$ cat src/logic/sar_adc_map.svh
// register indices, field positions, reset values and timing counts
`ifndef SAR_ADC_MAP_SVH
`define SAR_ADC_MAP_SVH

// register indices; byte address is four times the index
`define IDX_RESULT      8'h1E
`define IDX_CTRL        8'h1F
`define IDX_PINCFG      8'h9F
`define IDX_IRQ_STATUS  8'hA0
`define IDX_IRQ_MASK    8'hA1

// control register fields
`define CTRL_SEL_MSB    7
`define CTRL_SEL_LSB    6
`define CTRL_CHAN_MSB   5
`define CTRL_CHAN_LSB   3
`define CTRL_GO         2
`define CTRL_ON         0

// pin function and interrupt fields
`define PINCFG_MSB      2
`define STAT_DONE       0

// reset values
`define CTRL_SEL_RESET  2'h0
`define CTRL_CHAN_RESET 3'h0
`define PINCFG_RESET    3'h0

// conversion clock codes and half-period lengths in clk cycles
`define SEL_DIV2        2'h0
`define SEL_DIV8        2'h1
`define SEL_DIV32       2'h2
`define SEL_RC          2'h3
`define HALF_DIV2       5'h01
`define HALF_DIV8       5'h04
`define HALF_DIV32      5'h10

// 9.5 periods are 19 half periods, counted 0 to 18
`define CONV_LAST_HALF  5'h12
`define LAST_BIT_HALF   5'h10

`endif

$ cat src/logic/sar_adc_pkg.sv
// types shared by the converter sequencer
package sar_adc_pkg;

    // sequencer phases, one-hot
    typedef enum logic [1:0] {
        PH_IDLE = 2'b01,
        PH_CONV = 2'b10
    } phase_t;

    // avalon request from the master
    typedef struct packed {
        logic [9:0]  address;
        logic        read;
        logic        write;
        logic [31:0] writedata;
        logic [3:0]  byteenable;
    } av_req_t;

    // drive towards the analog sampler and converter
    typedef struct packed {
        logic [2:0] channel;
        logic       ref_from_pin;
        logic [4:0] analog_pins;
        logic       sample;
        logic       power;
        logic [7:0] trial;
    } analog_out_t;

    // state of the sequencer except the result register
    typedef struct packed {
        logic [1:0]  clk_sel;
        logic [2:0]  chan;
        logic        power_on;
        logic [2:0]  pcfg;
        logic        done_flag;
        logic        done_mask;
        logic        ack;
        logic [31:0] rdata;
        phase_t      phase;
        logic [4:0]  halfcnt;
        logic [4:0]  divcnt;
        logic [7:0]  trial;
        logic        rc_s1;
        logic        rc_s2;
        logic        rc_s3;
        logic        cmp_s1;
        logic        cmp_s2;
    } state_t;

endpackage : sar_adc_pkg

$ cat src/logic/sar_adc_sequencer.sv
// successive-approximation converter sequencer with avalon registers
//
// Contract
// - convert sampled input by successive approximation to 8-bit unsigned
// - bits 5:3 pick input channel, codes 0 to 4
// - conversion period is 2, 8 or 32 clocks, or RC oscillator
// - reference is supply or the external reference pin
// - completion loads result, clears start bit, sets done flag
// - reset returns registers, turns converter off, aborts conversion
// - result register keeps no reset value
// - a conversion lasts nine and a half conversion periods
// - conversion runs in sleep only with RC clock
// - pin register sets pins analog, digital, or reference input
`timescale 1ns/1ns
`include "sar_adc_map.svh"

module sar_adc_sequencer (
    // clock and reset
    input  wire logic                      clk,
    input  wire logic                      reset,
    // avalon-mm slave
    input  wire sar_adc_pkg::av_req_t      bus_req,
    output logic [31:0]                    readdata,
    output logic                           waitrequest,
    // analog side and oscillator
    input  wire logic                      comparator_hi,
    input  wire logic                      rc_osc,
    input  wire logic                      sleep_mode,
    output sar_adc_pkg::analog_out_t       ana,
    // interrupt
    output logic                           irq
);

    ////////////////////////////////////////////////////////////////////////
    // helpers

    // word address match
    function automatic logic hit(input logic [9:0] a, input logic [7:0] idx);
        return (a[1:0] == 2'h0) && (a[9:2] == idx);
    endfunction : hit

    // clk cycles per half conversion period
    function automatic logic [4:0] half_len(input logic [1:0] sel);
        unique case (sel)
            `SEL_DIV2:  return `HALF_DIV2;
            `SEL_DIV8:  return `HALF_DIV8;
            default:    return `HALF_DIV32;
        endcase
    endfunction : half_len

    // pin function decode: reference source and analog pin mask
    function automatic logic [5:0] pin_map(input logic [2:0] cfg);
        unique case (cfg)
            3'h0:    return 6'h1F;
            3'h1:    return 6'h37;
            3'h2:    return 6'h0F;
            3'h3:    return 6'h27;
            3'h4:    return 6'h0B;
            3'h5:    return 6'h23;
            default: return 6'h00;
        endcase
    endfunction : pin_map

    ////////////////////////////////////////////////////////////////////////
    // state

    sar_adc_pkg::state_t st;
    sar_adc_pkg::state_t next_st;
    logic [7:0]          conversion_result;
    logic                busy;
    logic                tick;
    logic                done;
    logic                acc;
    logic [2:0]          bit_pos;
    logic [5:0]          pins;

    assign busy = st.phase == sar_adc_pkg::PH_CONV;
    assign acc  = bus_req.write && st.ack && bus_req.byteenable[0];
    assign pins = pin_map(st.pcfg);

    ////////////////////////////////////////////////////////////////////////
    // next-state logic

    always_comb
    begin
        next_st = st;
        tick    = 1'b0;
        done    = 1'b0;
        bit_pos = 3'(4'h8 - {1'b0, st.halfcnt[4:1]});
        // pin synchronisers
        next_st.rc_s1  = rc_osc;
        next_st.rc_s2  = st.rc_s1;
        next_st.rc_s3  = st.rc_s2;
        next_st.cmp_s1 = comparator_hi;
        next_st.cmp_s2 = st.cmp_s1;
        // one wait state per access
        next_st.ack = (bus_req.read || bus_req.write) && !st.ack;
        if (bus_req.read && !st.ack)
        begin
            next_st.rdata = 32'h0000_0000;
            if (hit(bus_req.address, `IDX_RESULT))
                next_st.rdata[7:0] = conversion_result;
            if (hit(bus_req.address, `IDX_CTRL))
            begin
                next_st.rdata[`CTRL_SEL_MSB:`CTRL_SEL_LSB]   = st.clk_sel;
                next_st.rdata[`CTRL_CHAN_MSB:`CTRL_CHAN_LSB] = st.chan;
                next_st.rdata[`CTRL_GO] = busy;
                next_st.rdata[`CTRL_ON] = st.power_on;
            end
            if (hit(bus_req.address, `IDX_PINCFG))
                next_st.rdata[`PINCFG_MSB:0] = st.pcfg;
            if (hit(bus_req.address, `IDX_IRQ_STATUS))
                next_st.rdata[`STAT_DONE] = st.done_flag;
            if (hit(bus_req.address, `IDX_IRQ_MASK))
                next_st.rdata[`STAT_DONE] = st.done_mask;
        end
        // register writes
        if (acc && hit(bus_req.address, `IDX_CTRL))
        begin
            next_st.clk_sel  = bus_req.writedata[`CTRL_SEL_MSB:`CTRL_SEL_LSB];
            next_st.chan     = bus_req.writedata[`CTRL_CHAN_MSB:`CTRL_CHAN_LSB];
            next_st.power_on = bus_req.writedata[`CTRL_ON];
            if (bus_req.writedata[`CTRL_GO] && st.power_on && !busy)
            begin
                next_st.phase   = sar_adc_pkg::PH_CONV;
                next_st.halfcnt = 5'h00;
                next_st.divcnt  = 5'h00;
                next_st.trial   = 8'h00;
            end
        end
        if (acc && hit(bus_req.address, `IDX_PINCFG))
            next_st.pcfg = bus_req.writedata[`PINCFG_MSB:0];
        if (acc && hit(bus_req.address, `IDX_IRQ_MASK))
            next_st.done_mask = bus_req.writedata[`STAT_DONE];
        if (acc && hit(bus_req.address, `IDX_IRQ_STATUS)
            && bus_req.writedata[`STAT_DONE])
            next_st.done_flag = 1'b0;
        // half-period tick generator
        // oscillator clocks stall in sleep, RC keeps running
        if (busy && (!sleep_mode || st.clk_sel == `SEL_RC))
        begin
            // code 11 takes RC edges, others divide clk
            if (st.clk_sel == `SEL_RC)
                tick = st.rc_s2 != st.rc_s3;
            else if (st.divcnt == half_len(st.clk_sel) - 5'h01)
            begin
                tick           = 1'b1;
                next_st.divcnt = 5'h00;
            end
            else
                next_st.divcnt = st.divcnt + 5'h01;
        end
        // successive approximation steps
        if (tick)
        begin
            // open the sampler, try the top bit
            if (st.halfcnt == 5'h00)
                next_st.trial = 8'h80;
            else if (!st.halfcnt[0] && st.halfcnt <= `LAST_BIT_HALF)
            begin
                // keep or drop the bit, try the next
                if (!st.cmp_s2)
                    next_st.trial[bit_pos] = 1'b0;
                if (bit_pos != 3'h0)
                    next_st.trial[bit_pos - 3'h1] = 1'b1;
            end
            if (st.halfcnt == `CONV_LAST_HALF)
            begin
                // finish: clear busy, flag wins over clear
                done              = 1'b1;
                next_st.phase     = sar_adc_pkg::PH_IDLE;
                next_st.done_flag = 1'b1;
            end
            else
                next_st.halfcnt = st.halfcnt + 5'h01;
        end
        if (!next_st.power_on)
            next_st.phase = sar_adc_pkg::PH_IDLE;
    end

    ////////////////////////////////////////////////////////////////////////
    // state registers

    always_ff @(posedge clk or posedge reset)
    begin
        if (reset)
        begin
            st           <= '0;
            st.clk_sel   <= `CTRL_SEL_RESET;
            st.chan      <= `CTRL_CHAN_RESET;
            st.pcfg      <= `PINCFG_RESET;
            st.phase     <= sar_adc_pkg::PH_IDLE;
        end
        else
            st <= next_st;
    end

    // result without reset, loaded on completion
    always_ff @(posedge clk)
    begin
        if (done)
            conversion_result <= st.trial;
    end

    ////////////////////////////////////////////////////////////////////////
    // outputs

    // bus answer and analog drive
    assign waitrequest      = (bus_req.read || bus_req.write) && !st.ack;
    assign readdata         = st.rdata;
    assign ana.channel      = st.chan;
    assign ana.ref_from_pin = pins[5];
    assign ana.analog_pins  = pins[4:0];
    assign ana.sample       = st.power_on && !busy;
    assign ana.power        = st.power_on;
    assign ana.trial        = st.trial;
    assign irq              = st.done_flag && st.done_mask;

    ////////////////////////////////////////////////////////////////////////
    // assertion helpers: cycles in conversion, sleep seen

    logic [8:0] cyc;
    logic       slept;

    always_ff @(posedge clk or posedge reset)
    begin
        if (reset)
        begin
            cyc   <= 9'h000;
            slept <= 1'b0;
        end
        else if (!busy)
        begin
            cyc   <= 9'h000;
            slept <= 1'b0;
        end
        else
        begin
            cyc   <= cyc + 9'h001;
            slept <= slept || sleep_mode;
        end
    end
endmodule : sar_adc_sequencer

$ cat config.mk
export PLATFORM = sky130hd
export DESIGN_NAME = sar_adc_sequencer
export DESIGN_NICKNAME = d
export VERILOG_FILES = /design/src/logic/sar_adc_pkg.sv /design/src/logic/sar_adc_sequencer.sv
export VERILOG_INCLUDE_DIRS = /design/src /design/src/logic
export SDC_FILE = /design/constraint.sdc
export NUM_CORES = 1
export LEC_CHECK = 0
export BUFFER_PORTS_ARGS = -buffer_cell sky130_fd_sc_hd__buf_2
export CAP_MARGIN = 20
export CORE_MARGIN = 10
export CORE_UTILIZATION = 46
export CTS_BUF_LIST = sky130_fd_sc_hd__clkbuf_16
export CTS_CLUSTER_SIZE = 16
export DETAILED_ROUTE_END_ITERATION = 8
export GPL_TIMING_DRIVEN = 0
export PLACE_DENSITY_LB_ADDON = 0.1
export SETUP_SLACK_MARGIN = 0.02
export SLEW_MARGIN = 25
export SYNTH_ARGS = -nofsm -noshare
export SYNTH_HDL_FRONTEND = slang
export SYNTH_SLANG_ARGS = --single-unit
$ cat constraint.sdc
create_clock -name clk -period 6.4 [get_ports clk]
set_input_delay 0.32 -clock clk [delete_from_list [all_inputs] [get_ports clk]]
set_output_delay 0.32 -clock clk [all_outputs]
set_load 0.05 [all_outputs]
---- Word-level counts from Yosys, hierarchy flattened ----
Cells that the tools add are included.
cells by class
  $add $sub $neg .......................... 5
  multiply operators ...................... 0
  div/mod/pow operators ................... 0
  magnitude comparators ................... 5
  equality and inequality tests ........... 16
  shift operators ......................... 0
  mux-type cells .......................... 40
  bitwise operators ....................... 3
  reductions and logical operators ........ 33
operators with widths
  kind                                                                    number
  8-bit 2-to-1 mux                                                        9
  20-bit 2-to-1 mux                                                       2
  6-bit case mux with 6 select lines                                      1
  5-bit 2-to-1 mux                                                        6
  8-bit equality test (second input constant)                             3
  1-bit logical AND                                                       22
  8-bit by 5-bit equality test with 1-bit output (second input constant)  2
  1-bit 2-to-1 mux                                                        14
  5-bit by 1-bit adder with 5-bit output (second input constant)          2
  5-bit case mux with 2 select lines                                      1
  8-bit AND                                                               1
  3-bit by 4-bit < comparator with 1-bit output (second input constant)   2
  8-bit NOT                                                               1
  8-bit OR                                                                1
  7-bit 2-to-1 mux                                                        1
  1-bit demux with 3-bit select                                           2
  3-bit by 2-bit equality test with 1-bit output (second input constant)  2
  3-bit equality test (second input constant)                             2
  3-bit by 1-bit >= comparator with 1-bit output (second input constant)  2
  6-bit 2-to-1 mux                                                        1
  5-bit equality test                                                     1
  5-bit equality test (second input constant)                             1
  5-bit less-or-equal comparator (second input constant)                  1
  5-bit zero test                                                         1
  other kinds (14)                                                        21
storage, ports and cells
  flip-flop bits (word level) ............. 53
  latch bits .............................. 0
  memory bits (writable) .................. 0
  ROM bits ................................ 0
  input bits .............................. 53
  output and inout bits ................... 53
  logic and storage cells ................. 120
  memories kept ........................... 0

---- Logic depth before layout (Yosys ltp) ----
  word-level depth ........................ 16
  gate-level depth with buffers ........... 8
  gate-level depth less buffers ........... 7

---- Worst setup path before layout ----
Ideal clock, no wire load.
  path type ............................... reg-to-reg
  start ................................... register st[19] (netlist name)
  end ..................................... register st (netlist bit ana[7])
  setup time .............................. 0.120 ns
  data arrival time ....................... 2.306 ns
  data required time ...................... 6.280 ns
  path slack .............................. 3.974 ns
  stages on the path, launching flop included .. 8
  buffers on the path ..................... 0
  period minus slack after synthesis ...... 2.426 ns
  path through ............................ dfrtp_1 inv_1 ha_1 or3b_2 a21oi_1 nor3b_1 nand4_1 a31o_2
RTL lines
  element                 RTL line                  source
  from (decl)             sar_adc_sequencer.sv:67   sar_adc_pkg::state_t st;
  from (signal assigned)  sar_adc_sequencer.sv:195  st <= next_st;

==> results.toml <==
[die]
std_cell_rows = 29
core-area_sq_um = 6310
dieArea_sq_um = 10100
dieWidth_microns = 101
start_util = 0.473
pin_count = 106
die_h_microns = 101

[global_route]
busiest_layer = "met2"
grt_max_degree = 31
grt_pass1_wl_mm = 10.9
grtUsageMet2 = 0.217
grt_overflow_total = 0
globalRouteMet3Util = 0.0418
globalRouteMet1Util = 0.156
grt_pass1_vias = 2194
antenna_found_initial = 0
track_usage = 0.130

[yosys]
synth-seq-area-share = 0.458
synth_edf_count = 8
synth-async-reset-ratio = 0.849
muxShareOfSynthArea = 0.0587
synth_compound_area_frac = 0.145
synth.cell_area_sq_um = 2980
synth_xor_xnor_area_share = 0.0147
syn_area_per_cell_sq_um = 10.1
synth_common_cells = "buf_4 (45), dfrtp_1 (44), nand2_1 (30), nor2_1 (16), mux2_2 (12)"
synth_area_leaders = "dfrtp_1 (37%), buf_4 (11%), edfxtp_1 (8.1%)"
synth_top_flop_cell = "dfrtp_1"
synth_seq_cells = 53
netlist.top_cell.by_area = "dfrtp_1"
synthSimpleGateAreaFrac = 0.158
synth_warnings = 0
synth_cell_types = 51
synth_most_common_cell = "buf_4"
synth-adder-area-share = 0.0294
syn_inst = 296
synth_top_family_by_area = "simple AND/OR/NAND/NOR gates"
synth_top_area_frac = 0.369

[sta]
tightest_slew_ns = 0.713
holdWs_ns = -0.00516
hold_viol = 13
clock_skew_ns = 0.00459
max_freq_mhz = 354
maxSlewViolCount = 0
rsz0062_at_grt = "no"
report.final.setup_viol = 0
finalCriticalPeriod_ns = 2.82
slew_headroom = 0.523
finalSetupTns_ns = 0
fin_crit_sh = 0.441

[layout]
final_net_count = 441
final_layout_size_suffix_gt1_frac = 0.327
fin_cells = 459
antennaDiodeCount = 0
utilization = 0.571
area_delta_synth_final_pct = 20.9

[drt]
vias_per_cell = 4.82
antenna_left = 0
drt-total-wl_mm = 6.44
initialDrtViolationCount = 76
wl_per_cell_microns = 14.0
route.vias.total = 2213
dr.pass1.iters = 4
drc_errors = 0

[outcome]
violations = "hold timing"
status = "complete, but fails checks"

[clock_tree]
clk_latency_ns = 0.29
post_cts_buffers = 0
clkTransAtPathRegs_ns = 0.07
htreeDepth = 2
clock_path_buffers = 2
cts.sinks = 53
cts_resized = 0
hold_buffers = 0
cts-root-buf = "clkbuf_16"
cts_tree = "done"
cts_buffers = 5

[critical_path]
critPathLaunchType = "flip-flop"
r2r_setup_slack_ns = 3.58
critPathMaxFanout = 7
required_ns = 6.58
reg2regPathDepth = 7
r2r_start = "st[19]"
arrival_ns = 3.00
endpoint_kind = "flip-flop"
worstReg2RegEnd = "ana[7]"
crit_type = "flip-flop to flip-flop"

[min_path]
worstHoldPathType = "input port to async pin"

[flow_run]
maxCapViolCount = 0

[placement]
dp_hpwl_mm = 5.13
place_inst = 451
port-buffer-count = 54
gp_congestion = 0.854

[pwr]
vdd_ir_drop_max_v = 0.000103
leakagePower_nw = 1.76
p_per_area_nw_per_um2 = 201
-- logic make-up (layout without fill, tap and decap cells) --
| family | count (synthesis) | in the layout |
|---|---|---|
| simple gates | 91 | 91 |
| buf+inv | 62 | 125 |
| compound gates | 61 | 61 |
| flops | 53 | 53 |
| mux | 16 | 16 |
| fa+ha+maj | 7 | 7 |
| xor+xnor | 5 | 5 |
| other cells | 1 | 24 |
-- worst max path at each step --
| stage | slack, ns | end | start |
|---|---|---|---|
| final | 3.58 | ana[7] | st[19] |
| after global routing | 3.37 | ana[7] | st[19] |
| after CTS | 3.59 | ana[7] | st[19] |
| after detailed placement | 3.62 | ana[7] | st[19] |
| after global placement | 3.58 | ana[7] | st[19] |
| after floorplan | 3.97 | ana[7] | st[19] |
-- cell type report --
| cell class | instances | area, sq um |
|---|---|---|
| clock buffers | 5 | 125 |
| multi-input cells | 204 | 1300 |
| repair buffers | 55 | 290 |
| plain buffers | 54 | 372 |
| inverters | 8 | 30.0 |
| fillers | 577 | 2710 |
| well taps | 77 | 96.3 |
| flip-flops and latches | 53 | 1370 |
| clock inverters | 3 | 25.0 |
-- through the flow --
stage	total power, mW	worst slack (ns)	instance area [sq um]
2_1_floorplan	0.437	3.97	3070
3_3_place_gp	0.455	3.58	3440
3_5_place_dp	0.457	3.62	3460
4_1_cts	0.733	3.59	3610
5_1_grt	0.756	3.37	3610
6_report	0.723	3.58	3610
-- critical path: stages (launching register included) --
cell and delay (ns):
dfrtp_1 0.47, inv_1 0.20, ha_1 0.21, or3b_2 0.48, a21oi_1 0.43, nor3b_1 0.47
nand4_1 0.17, a31o_2 0.28
-- power breakdown --
| part | internal [mW] | total, mW | switching, mW | leakage (nW) |
|---|---|---|---|---|
| clock | 0.147 | 0.272 | 0.125 | 0.0704 |
| combinational | 0.0313 | 0.101 | 0.0693 | 1.02 |
| sequential | 0.347 | 0.350 | 0.00380 | 0.670 |
| total | 0.525 | 0.723 | 0.198 | 1.76 |
-- registers in the layout, summed over array words and instances, names as in the netlist --
name and cells:
conversion_result 8, ana 12, st 22, readdata 8, next_st 3
-- routing by layer --
metal / wire, microns / up-vias
met3: 444 / 9
met2: 3160 / 50
met1: 2740 / 996
met5: 0 / -
li1: - / 1158
met4: 87 / 0
-- cells in the final DEF (no fill, tap or decap), drive strengths merged, types with 4 or more instances in the layout --
master and instances:
buf 101, dfrtp 44, nand2 30, conb 24, nor2 16, clkbuf 13, mux2 12, o21ai 11
nand3 9, inv 9, edfxtp 8, a22oi 7, ha 7, a21oi 6, a21boi 5, nor3b 5
o211ai 5, nand4 4, mux2i 4, and3 4, and2 4, xnor2 4
(Power assumes the default switching activity.)
